===== src/hw/sixpwm_pkg.sv =====
// Constants shared by the six-channel pulse-width modulator
package sixpwm_pkg;
    localparam int NUM_CH = 6;
    localparam int CNT_W = 16;
    localparam int IDX_W = 3;
    localparam logic [15:0] CNT_MAX = 16'hFFFF;
    localparam logic [15:0] CNT_RST = 16'h0000;
    localparam int CLK_HZ = 25_000_000;
    localparam int LP_TICK_HZ = 32_000;
    localparam int FAST_HI_HZ = 24_000_000;
    localparam int FAST_LO_HZ = 1_000_000;
    // Fractional accumulator step per core clock; tick when it overflows CLK_HZ
    localparam logic [31:0] LP_STEP = 32'(LP_TICK_HZ);
    localparam logic [31:0] HI_STEP = 32'(FAST_HI_HZ);
    localparam logic [31:0] LO_STEP = 32'(FAST_LO_HZ);
    localparam logic [31:0] ACC_MOD = 32'(CLK_HZ);
    localparam logic SRC_LP = 1'b0;
    localparam logic SRC_FAST = 1'b1;
    typedef enum logic [1:0] {
        SIXPWM_IDLE = 2'b01,
        SIXPWM_RUN = 2'b10
    } sixpwm_state_t;
endpackage : sixpwm_pkg


===== src/hw/sixpwm_top.sv =====
// Six-channel pulse-width modulator with per-channel tick source
`timescale 1ns/1ps
`default_nettype none
module sixpwm_top (
    // Clock and reset
    input wire logic core_clk_i,
    input wire logic rst_i,
    // Auxiliary clock control
    input wire logic aux_clock_second_en_i,
    input wire logic aux_fast_24m_i,
    // Channel command port
    input wire logic start_i,
    input wire logic change_i,
    input wire logic stop_i,
    input wire logic [2:0] chan_idx_i,
    input wire logic src_sel_i,
    input wire logic [15:0] toggle_cnt_i,
    input wire logic [15:0] init_cnt_i,
    input wire logic invert_i,
    // Outputs and status
    output logic [5:0] pwm_o,
    output logic [5:0] pin_router_en_o,
    output logic [5:0] running_o,
    output logic cmd_error_o
);
    // Tick dividers and per-channel state
    typedef struct packed {
        logic [31:0] lp_acc;
        logic [31:0] fast_acc;
        logic lp_tick;
        logic fast_tick;
        logic err;
        sixpwm_pkg::sixpwm_state_t [5:0] st;
        logic [5:0] src;
        logic [5:0] inv;
        logic [5:0] out;
        logic [5:0][15:0] cnt;
        logic [5:0][15:0] tog;
        logic [5:0][15:0] init;
        logic [5:0][15:0] tog_pend;
        logic [5:0][15:0] init_pend;
        logic [5:0] pend;
    } sixpwm_regs_t;

    sixpwm_regs_t cur_ff;
    sixpwm_regs_t nxt_ff;
    logic fast_ok;
    logic [31:0] fast_step;
    logic [31:0] lp_sum;
    logic [31:0] fast_sum;

    assign fast_ok = aux_clock_second_en_i;
    assign fast_step = aux_fast_24m_i ? sixpwm_pkg::HI_STEP : sixpwm_pkg::LO_STEP;
    assign lp_sum = cur_ff.lp_acc + sixpwm_pkg::LP_STEP;
    assign fast_sum = cur_ff.fast_acc + fast_step;

    // Next-state logic for dividers and channels
    always_comb
    begin
        nxt_ff = cur_ff;
        nxt_ff.err = 1'b0;
        // Fractional-N dividers make one-cycle tick enables
        if (lp_sum >= sixpwm_pkg::ACC_MOD)
        begin
            nxt_ff.lp_acc = lp_sum - sixpwm_pkg::ACC_MOD;
            nxt_ff.lp_tick = 1'b1;
        end
        else
        begin
            nxt_ff.lp_acc = lp_sum;
            nxt_ff.lp_tick = 1'b0;
        end
        if (!fast_ok)
        begin
            nxt_ff.fast_acc = 32'h0000_0000;
            nxt_ff.fast_tick = 1'b0;
        end
        else if (fast_sum >= sixpwm_pkg::ACC_MOD)
        begin
            nxt_ff.fast_acc = fast_sum - sixpwm_pkg::ACC_MOD;
            nxt_ff.fast_tick = 1'b1;
        end
        else
        begin
            nxt_ff.fast_acc = fast_sum;
            nxt_ff.fast_tick = 1'b0;
        end
        for (int i = 0; i < sixpwm_pkg::NUM_CH; i++)
        begin
            if (cur_ff.st[i] == sixpwm_pkg::SIXPWM_RUN &&
                (cur_ff.src[i] ? cur_ff.fast_tick : cur_ff.lp_tick))
            begin
                // Reload on the tick that reaches the top, so a period is top minus initial
                if (cur_ff.cnt[i] == sixpwm_pkg::CNT_MAX ||
                    cur_ff.cnt[i] + 16'h0001 == sixpwm_pkg::CNT_MAX)
                begin
                    nxt_ff.cnt[i] = cur_ff.pend[i] ? cur_ff.init_pend[i] : cur_ff.init[i];
                    nxt_ff.out[i] = cur_ff.inv[i];
                    if (cur_ff.pend[i])
                    begin
                        nxt_ff.init[i] = cur_ff.init_pend[i];
                        nxt_ff.tog[i] = cur_ff.tog_pend[i];
                        nxt_ff.pend[i] = 1'b0;
                    end
                end
                else
                begin
                    nxt_ff.cnt[i] = cur_ff.cnt[i] + 16'h0001;
                    if (cur_ff.cnt[i] + 16'h0001 == cur_ff.tog[i])
                        nxt_ff.out[i] = ~cur_ff.out[i];
                end
            end
        end
        // Commands addressed by channel index
        if ((start_i || change_i || stop_i) && chan_idx_i > 3'(sixpwm_pkg::NUM_CH - 1))
            nxt_ff.err = 1'b1;
        else if (start_i)
        begin
            if (src_sel_i == sixpwm_pkg::SRC_FAST && !fast_ok)
                nxt_ff.err = 1'b1;
            else
            begin
                nxt_ff.st[chan_idx_i] = sixpwm_pkg::SIXPWM_RUN;
                nxt_ff.src[chan_idx_i] = src_sel_i;
                nxt_ff.tog[chan_idx_i] = toggle_cnt_i;
                nxt_ff.init[chan_idx_i] = init_cnt_i;
                nxt_ff.cnt[chan_idx_i] = init_cnt_i;
                nxt_ff.inv[chan_idx_i] = invert_i;
                nxt_ff.out[chan_idx_i] = invert_i;
                nxt_ff.pend[chan_idx_i] = 1'b0;
            end
        end
        else if (change_i)
        begin
            nxt_ff.tog_pend[chan_idx_i] = toggle_cnt_i;
            nxt_ff.init_pend[chan_idx_i] = init_cnt_i;
            nxt_ff.pend[chan_idx_i] = 1'b1;
        end
        else if (stop_i)
        begin
            nxt_ff.st[chan_idx_i] = sixpwm_pkg::SIXPWM_IDLE;
            nxt_ff.out[chan_idx_i] = cur_ff.inv[chan_idx_i];
        end
    end

    // State register
    always_ff @(posedge core_clk_i)
    begin
        if (rst_i)
        begin
            cur_ff <= '0;
            for (int i = 0; i < sixpwm_pkg::NUM_CH; i++)
                cur_ff.st[i] <= sixpwm_pkg::SIXPWM_IDLE;
        end
        else
            cur_ff <= nxt_ff;
    end

    // Per-channel outputs
    generate
        for (genvar g = 0; g < sixpwm_pkg::NUM_CH; g++)
        begin : g_ch
            assign running_o[g] = (cur_ff.st[g] == sixpwm_pkg::SIXPWM_RUN);
            assign pin_router_en_o[g] = running_o[g];
        end
    endgenerate
    assign pwm_o = cur_ff.out;
    assign cmd_error_o = cur_ff.err;

    // Checks on start, wrap, toggle, tick rates and command refusal
    chk_start_level: assert property (@(posedge core_clk_i) disable iff (rst_i)
        start_i && chan_idx_i == 3'h0 && !src_sel_i |=> pwm_o[0] == $past(invert_i))
        else $error("start level wrong");
    chk_start_load: assert property (@(posedge core_clk_i) disable iff (rst_i)
        start_i && chan_idx_i == 3'h0 && !src_sel_i |=> cur_ff.cnt[0] == $past(init_cnt_i))
        else $error("initial count not loaded");
    chk_wrap_reload: assert property (@(posedge core_clk_i) disable iff (rst_i)
        running_o[0] && !start_i && !stop_i
        && cur_ff.cnt[0] + 16'h0001 == sixpwm_pkg::CNT_MAX
        && (cur_ff.src[0] ? cur_ff.fast_tick : cur_ff.lp_tick) |=> pwm_o[0] == cur_ff.inv[0])
        else $error("wrap did not restore level");
    chk_toggle_flip: assert property (@(posedge core_clk_i) disable iff (rst_i)
        running_o[0] && !start_i && !stop_i && cur_ff.cnt[0] + 16'h0001 == cur_ff.tog[0]
        && cur_ff.cnt[0] < sixpwm_pkg::CNT_MAX - 16'h0001
        && (cur_ff.src[0] ? cur_ff.fast_tick : cur_ff.lp_tick) |=> pwm_o[0] != $past(pwm_o[0]))
        else $error("toggle match did not invert");
    chk_idle_hold: assert property (@(posedge core_clk_i) disable iff (rst_i)
        !running_o[1] && !start_i |=> $stable(cur_ff.cnt[1]))
        else $error("idle counter moved");
    chk_stop_level: assert property (@(posedge core_clk_i) disable iff (rst_i)
        stop_i && !start_i && !change_i && chan_idx_i == 3'h1
        |=> !running_o[1] && pwm_o[1] == cur_ff.inv[1])
        else $error("stop did not restore level");
    chk_bad_index: assert property (@(posedge core_clk_i) disable iff (rst_i)
        start_i && chan_idx_i > 3'h5 |=> cmd_error_o && $stable(running_o))
        else $error("bad index accepted");
    chk_fast_gate: assert property (@(posedge core_clk_i) disable iff (rst_i)
        !aux_clock_second_en_i |=> !cur_ff.fast_tick)
        else $error("fast tick without aux clock");
    chk_fast_24m: assert property (@(posedge core_clk_i) disable iff (rst_i)
        aux_clock_second_en_i && aux_fast_24m_i && !cur_ff.fast_tick && !$past(rst_i)
        && $past(aux_clock_second_en_i && aux_fast_24m_i) |=> cur_ff.fast_tick)
        else $error("fast tick missing at high rate");
    chk_fast_1m: assert property (@(posedge core_clk_i) disable iff (rst_i)
        aux_clock_second_en_i && !aux_fast_24m_i && cur_ff.fast_tick && !$past(rst_i)
        && $past(aux_clock_second_en_i && !aux_fast_24m_i) |=> !cur_ff.fast_tick)
        else $error("fast ticks too close at low rate");
    chk_lp_spacing: assert property (@(posedge core_clk_i) disable iff (rst_i)
        cur_ff.lp_tick |=> !cur_ff.lp_tick [*8])
        else $error("low-power ticks too close");
    chk_start_run: assert property (@(posedge core_clk_i) disable iff (rst_i)
        start_i && chan_idx_i == 3'h2 && !src_sel_i |=> running_o[2] && pin_router_en_o[2])
        else $error("start did not run channel");
    chk_change_live: assert property (@(posedge core_clk_i) disable iff (rst_i)
        change_i && !start_i && !stop_i && chan_idx_i == 3'h0 && running_o[0]
        |=> running_o[0] && cur_ff.pend[0])
        else $error("change stopped channel");
    cov_start: cover property (@(posedge core_clk_i) start_i && chan_idx_i == 3'h0);
    cov_toggle: cover property (@(posedge core_clk_i) running_o[0] && $changed(pwm_o[0]));
    cov_change: cover property (@(posedge core_clk_i) change_i && running_o[0]);
    cov_fast: cover property (@(posedge core_clk_i) running_o[3] && cur_ff.src[3]);
endmodule : sixpwm_top
`default_nettype wire


===== config.mk =====
export PLATFORM = sky130hd
export DESIGN_NAME = sixpwm_top
export DESIGN_NICKNAME = d
export VERILOG_FILES = /design/src/hw/sixpwm_pkg.sv /design/src/hw/sixpwm_top.sv
export SDC_FILE = /design/constraint.sdc
export NUM_CORES = 2
export LEC_CHECK = 0
export ABC_AREA = 1
export BUFFER_PORTS_ARGS = -buffer_cell sky130_fd_sc_hd__buf_2
export CORE_MARGIN = 2
export CORE_UTILIZATION = 39
export DETAILED_ROUTE_END_ITERATION = 16
export PLACE_DENSITY_LB_ADDON = 0.15
export RECOVER_POWER = 25
export REMOVE_ABC_BUFFERS = 1
export SLEW_MARGIN = 20
export SYNTH_ARGS = -nofsm -noshare
export SYNTH_HDL_FRONTEND = slang
export SYNTH_SLANG_ARGS = --single-unit

===== constraint.sdc =====
create_clock -name core_clk_i -period 5.9 [get_ports core_clk_i]
set_input_delay 1.18 -clock core_clk_i [delete_from_list [all_inputs] [get_ports core_clk_i]]
set_output_delay 1.18 -clock core_clk_i [all_outputs]
set_load 0.01 [all_outputs]

==> results.md <==
- Synth Instances: 5306
- Routed Antenna Nets: 0
- Min Tclk post-route: 4.680 ns
- Post-layout util: 0.4305
- Crit path largest cell delay: 1.69 ns
- Final Slew Violations: 204
- Setup Fix Bufs, Post-CTS: 0
- Prevailing post-synth register cell: dfxtp_1
- Worst-margin pin slew: 2.327 ns
- Max Cap Viol: 5
- Post-route DRC violation count: 0
- CP max FO: 46
- Power Density: 316.8 mW/mm²
- Total GRT Usage: 0.2398
- Initial DRC Count: 2357
- CTS tree: built
- Crit-path slowest cell: clkbuf_1
- Max-slew headroom: -0.5517
- # placed instances: 6253
- Worst EP required: 6.37 ns
- Routability-driven placement congestion ratio: 0.9123
- Power share of the clock group: 0.372
- Critical Path Start Type: primary input
- Worst path most repeated cell: clkbuf_1
- Share of the synthesized area in the top cell type: 0.3389
- Nets: 5252
- Violated checks: max-capacitance violations, max-slew violations
- Die W: 298.1 µm
- Row cnt: 107
- Skew final: 0.03718 ns
- HP Class: flop to flop
- Share of layout cells above drive strength 1: 0.06919
- GRT overflow: 0
- Most numerous cell in the Yosys netlist: nand2_1
- Period utilization: 0.7933
- Final setup vio count: 0
- Worst-Skew Late Latency: 0.62 ns
- Fmax: 213.7 MHz
- Post-synth ARST share: 0
- Critical-path cell list: clkbuf_1 -> inv_1 -> a31oi_1 -> nor3_1 -> clkbuf_1 -> nand2_1 -> clkbuf_1 -> nand2_1 -> a21oi_1
- RSZ-0062 raised after global routing: no
- Area of the multi-input gates: 0.01865 mm²
- Area delta synth->final: 9.002%
- Via-to-Cell Ratio: 5.187
- Io pins: 63
- Vert. Die Dim: 298.1 µm
- CTS root buf: clkbuf_16
- Pin count of the biggest net entering global routing: 128
- Syn Std Cell Area: 0.03373 mm²
- Int Pwr: 7.591 mW
- Vias: 33081
- Hold Slack: 0.4511 ns
- H-tree Lvls: 3
- First-pass GRT wire length: 171300 µm
- DRT Wirelength: 109500 µm
- Syn Area/Cell: 6.358 µm²
- Synth cell types: 57
- Clock sink total: 571
- Post-CTS Hold Buffers: 0
- Fill cells: 9205
- Comb pwr share: 0.262
- Non-Filler Instances: 6378
- Starting Density: 0.3949
- Largest cells by area after synthesis: dfxtp_1 (34%), nand2_1 (17%), nand3_1 (8.4%), a21oi_1 (6.8%), inv_1 (6.6%)
- Vias in the first global route: 30184
- Path type of the worst setup path: primary input to flop
- FF+latch area: 0.01143 mm²
- Switching share of power: 0.3483
- Initial antenna violation count: 15
- Post-DP HPWL: 71220 µm
- Post-synth EDFFs: 0
- CORE AREA: 0.08541 mm²
- Die area: 0.08886 mm²
- Yosys top cell by area: dfxtp_1
- Max Root-Sink Buffers: 3
- Most common library cells after synthesis: nand2_1 (1500), inv_1 (595), dfxtp_1 (571)
- Port bufs: 62
- Reg clk slew, reported paths: 0.06 ns
- First-pass DRT Iterations: 7
- Final hold vios: 0
- Seq cells post-synth: 571
- Post_cts resized: 0
- Status: finished with violations
- TritonCTS buffer count: 69
- Share of power burned in registers: 0.366
- Leak: 14.96 nW
- Sequential fraction of the synthesis area: 0.3389
- Power Total: 11.65 mW
- Switching power: 4.057 mW
- DR WL/cell: 17.16 µm
- CP arrival: 5.15 ns
- Peak VDD IR: 0.0002399 V
- Yosys warns: 0
- CP Capture Type: flop
==> stage by stage <==
stage | instance area (µm²) | worst slack [ns] | TNS (ns)
floorplan | 32390 | -4.609 | -554.63
global placement | 34520 | 1.420 | 0
detailed placement | 34520 | 1.295 | 0
CTS | 36820 | 1.898 | 0
global route | 36770 | 0.8387 | 0
finish | 36770 | 1.220 | 0
==> layout make-up <==
| cell class | instances | share of cell area |
|---|---|---|
| well taps | 1144 | 0.03893 |
| flip-flops and latches | 571 | 0.3110 |
| multi-input cells | 3809 | 0.5071 |
| clock inverters | 20 | 0.005104 |
| clock buffers | 103 | 0.05737 |
| repair buffers | 106 | 0.01661 |
| inverters | 623 | 0.06380 |
| diodes | 2 | 0.0001361 |
==> path summary, 6_finish.rpt <==
path                             startpoint           to  slack, ns  cells past startpoint
worst max-delay path                start_i         flop       1.22                      9
worst min-delay path                   flop         flop       0.45                      2
worst max register to register  cur_ff[406]  cur_ff[322]       1.96                     18
worst min register to register         flop         flop       0.45                      2
==> cell families (layout without fill, tap and decap cells) <==
family / Yosys count / count (layout) / synth area share
simple gates: 2630 / 2630 / 0.3421
compound gates: 1043 / 1043 / 0.1682
buf+inv: 926 / 852 / 0.1093
flops: 571 / 571 / 0.3389
xor+xnor: 108 / 108 / 0.03119
fa+ha+maj: 28 / 28 / 0.01039
other cells: 0 / 2 / 0
==> metal layers <==
layer	routed length, µm	GRT usage	up-vias
met5	50	0	-
met4	3906	0.08303	8
met3	6439	0.03632	181
met2	47460	0.3787	775
met1	51620	0.3318	15144
li1	-	-	16973
==> cell usage in the layout, fill, tap and decap left out, drive strengths merged <==
master       n
nand2     1538
inv        612
nand3      572
dfxtp      571
a21oi      470
o21ai      414
nor2       305
clkbuf     131
nand4       83
buf         78
xor2        74
o211ai      71
o21bai      66
nor3        61
or2         37
xnor2       29
ha          28
clkinv      26
nand3b      23
o22ai        8
a31oi        5
xnor3        5
o31ai        5
nor4         5
and2         4
clkinvlp     3
diode        2
o221a        2
o21a         2
bufinv       2
and3         1
nor3b        1
==> worst max-delay path: cells and delay by family <==
kind	cells	cell delay [ns]
simple gates	3	0.66
compound gates	2	0.24
buf+inv	4	3.04
==> power groups by stage <==
stage / clock [mW] / sequential, mW / combinational, mW
2_1_floorplan: 0 / 4.28 / 2.31
3_3_place_gp: 0 / 4.35 / 3.03
3_5_place_dp: 0 / 4.35 / 3.04
4_1_cts: 4.43 / 4.27 / 3.06
5_1_grt: 4.56 / 4.29 / 3.46
6_report: 4.33 / 4.27 / 3.05
(Power assumes the default switching activity.)
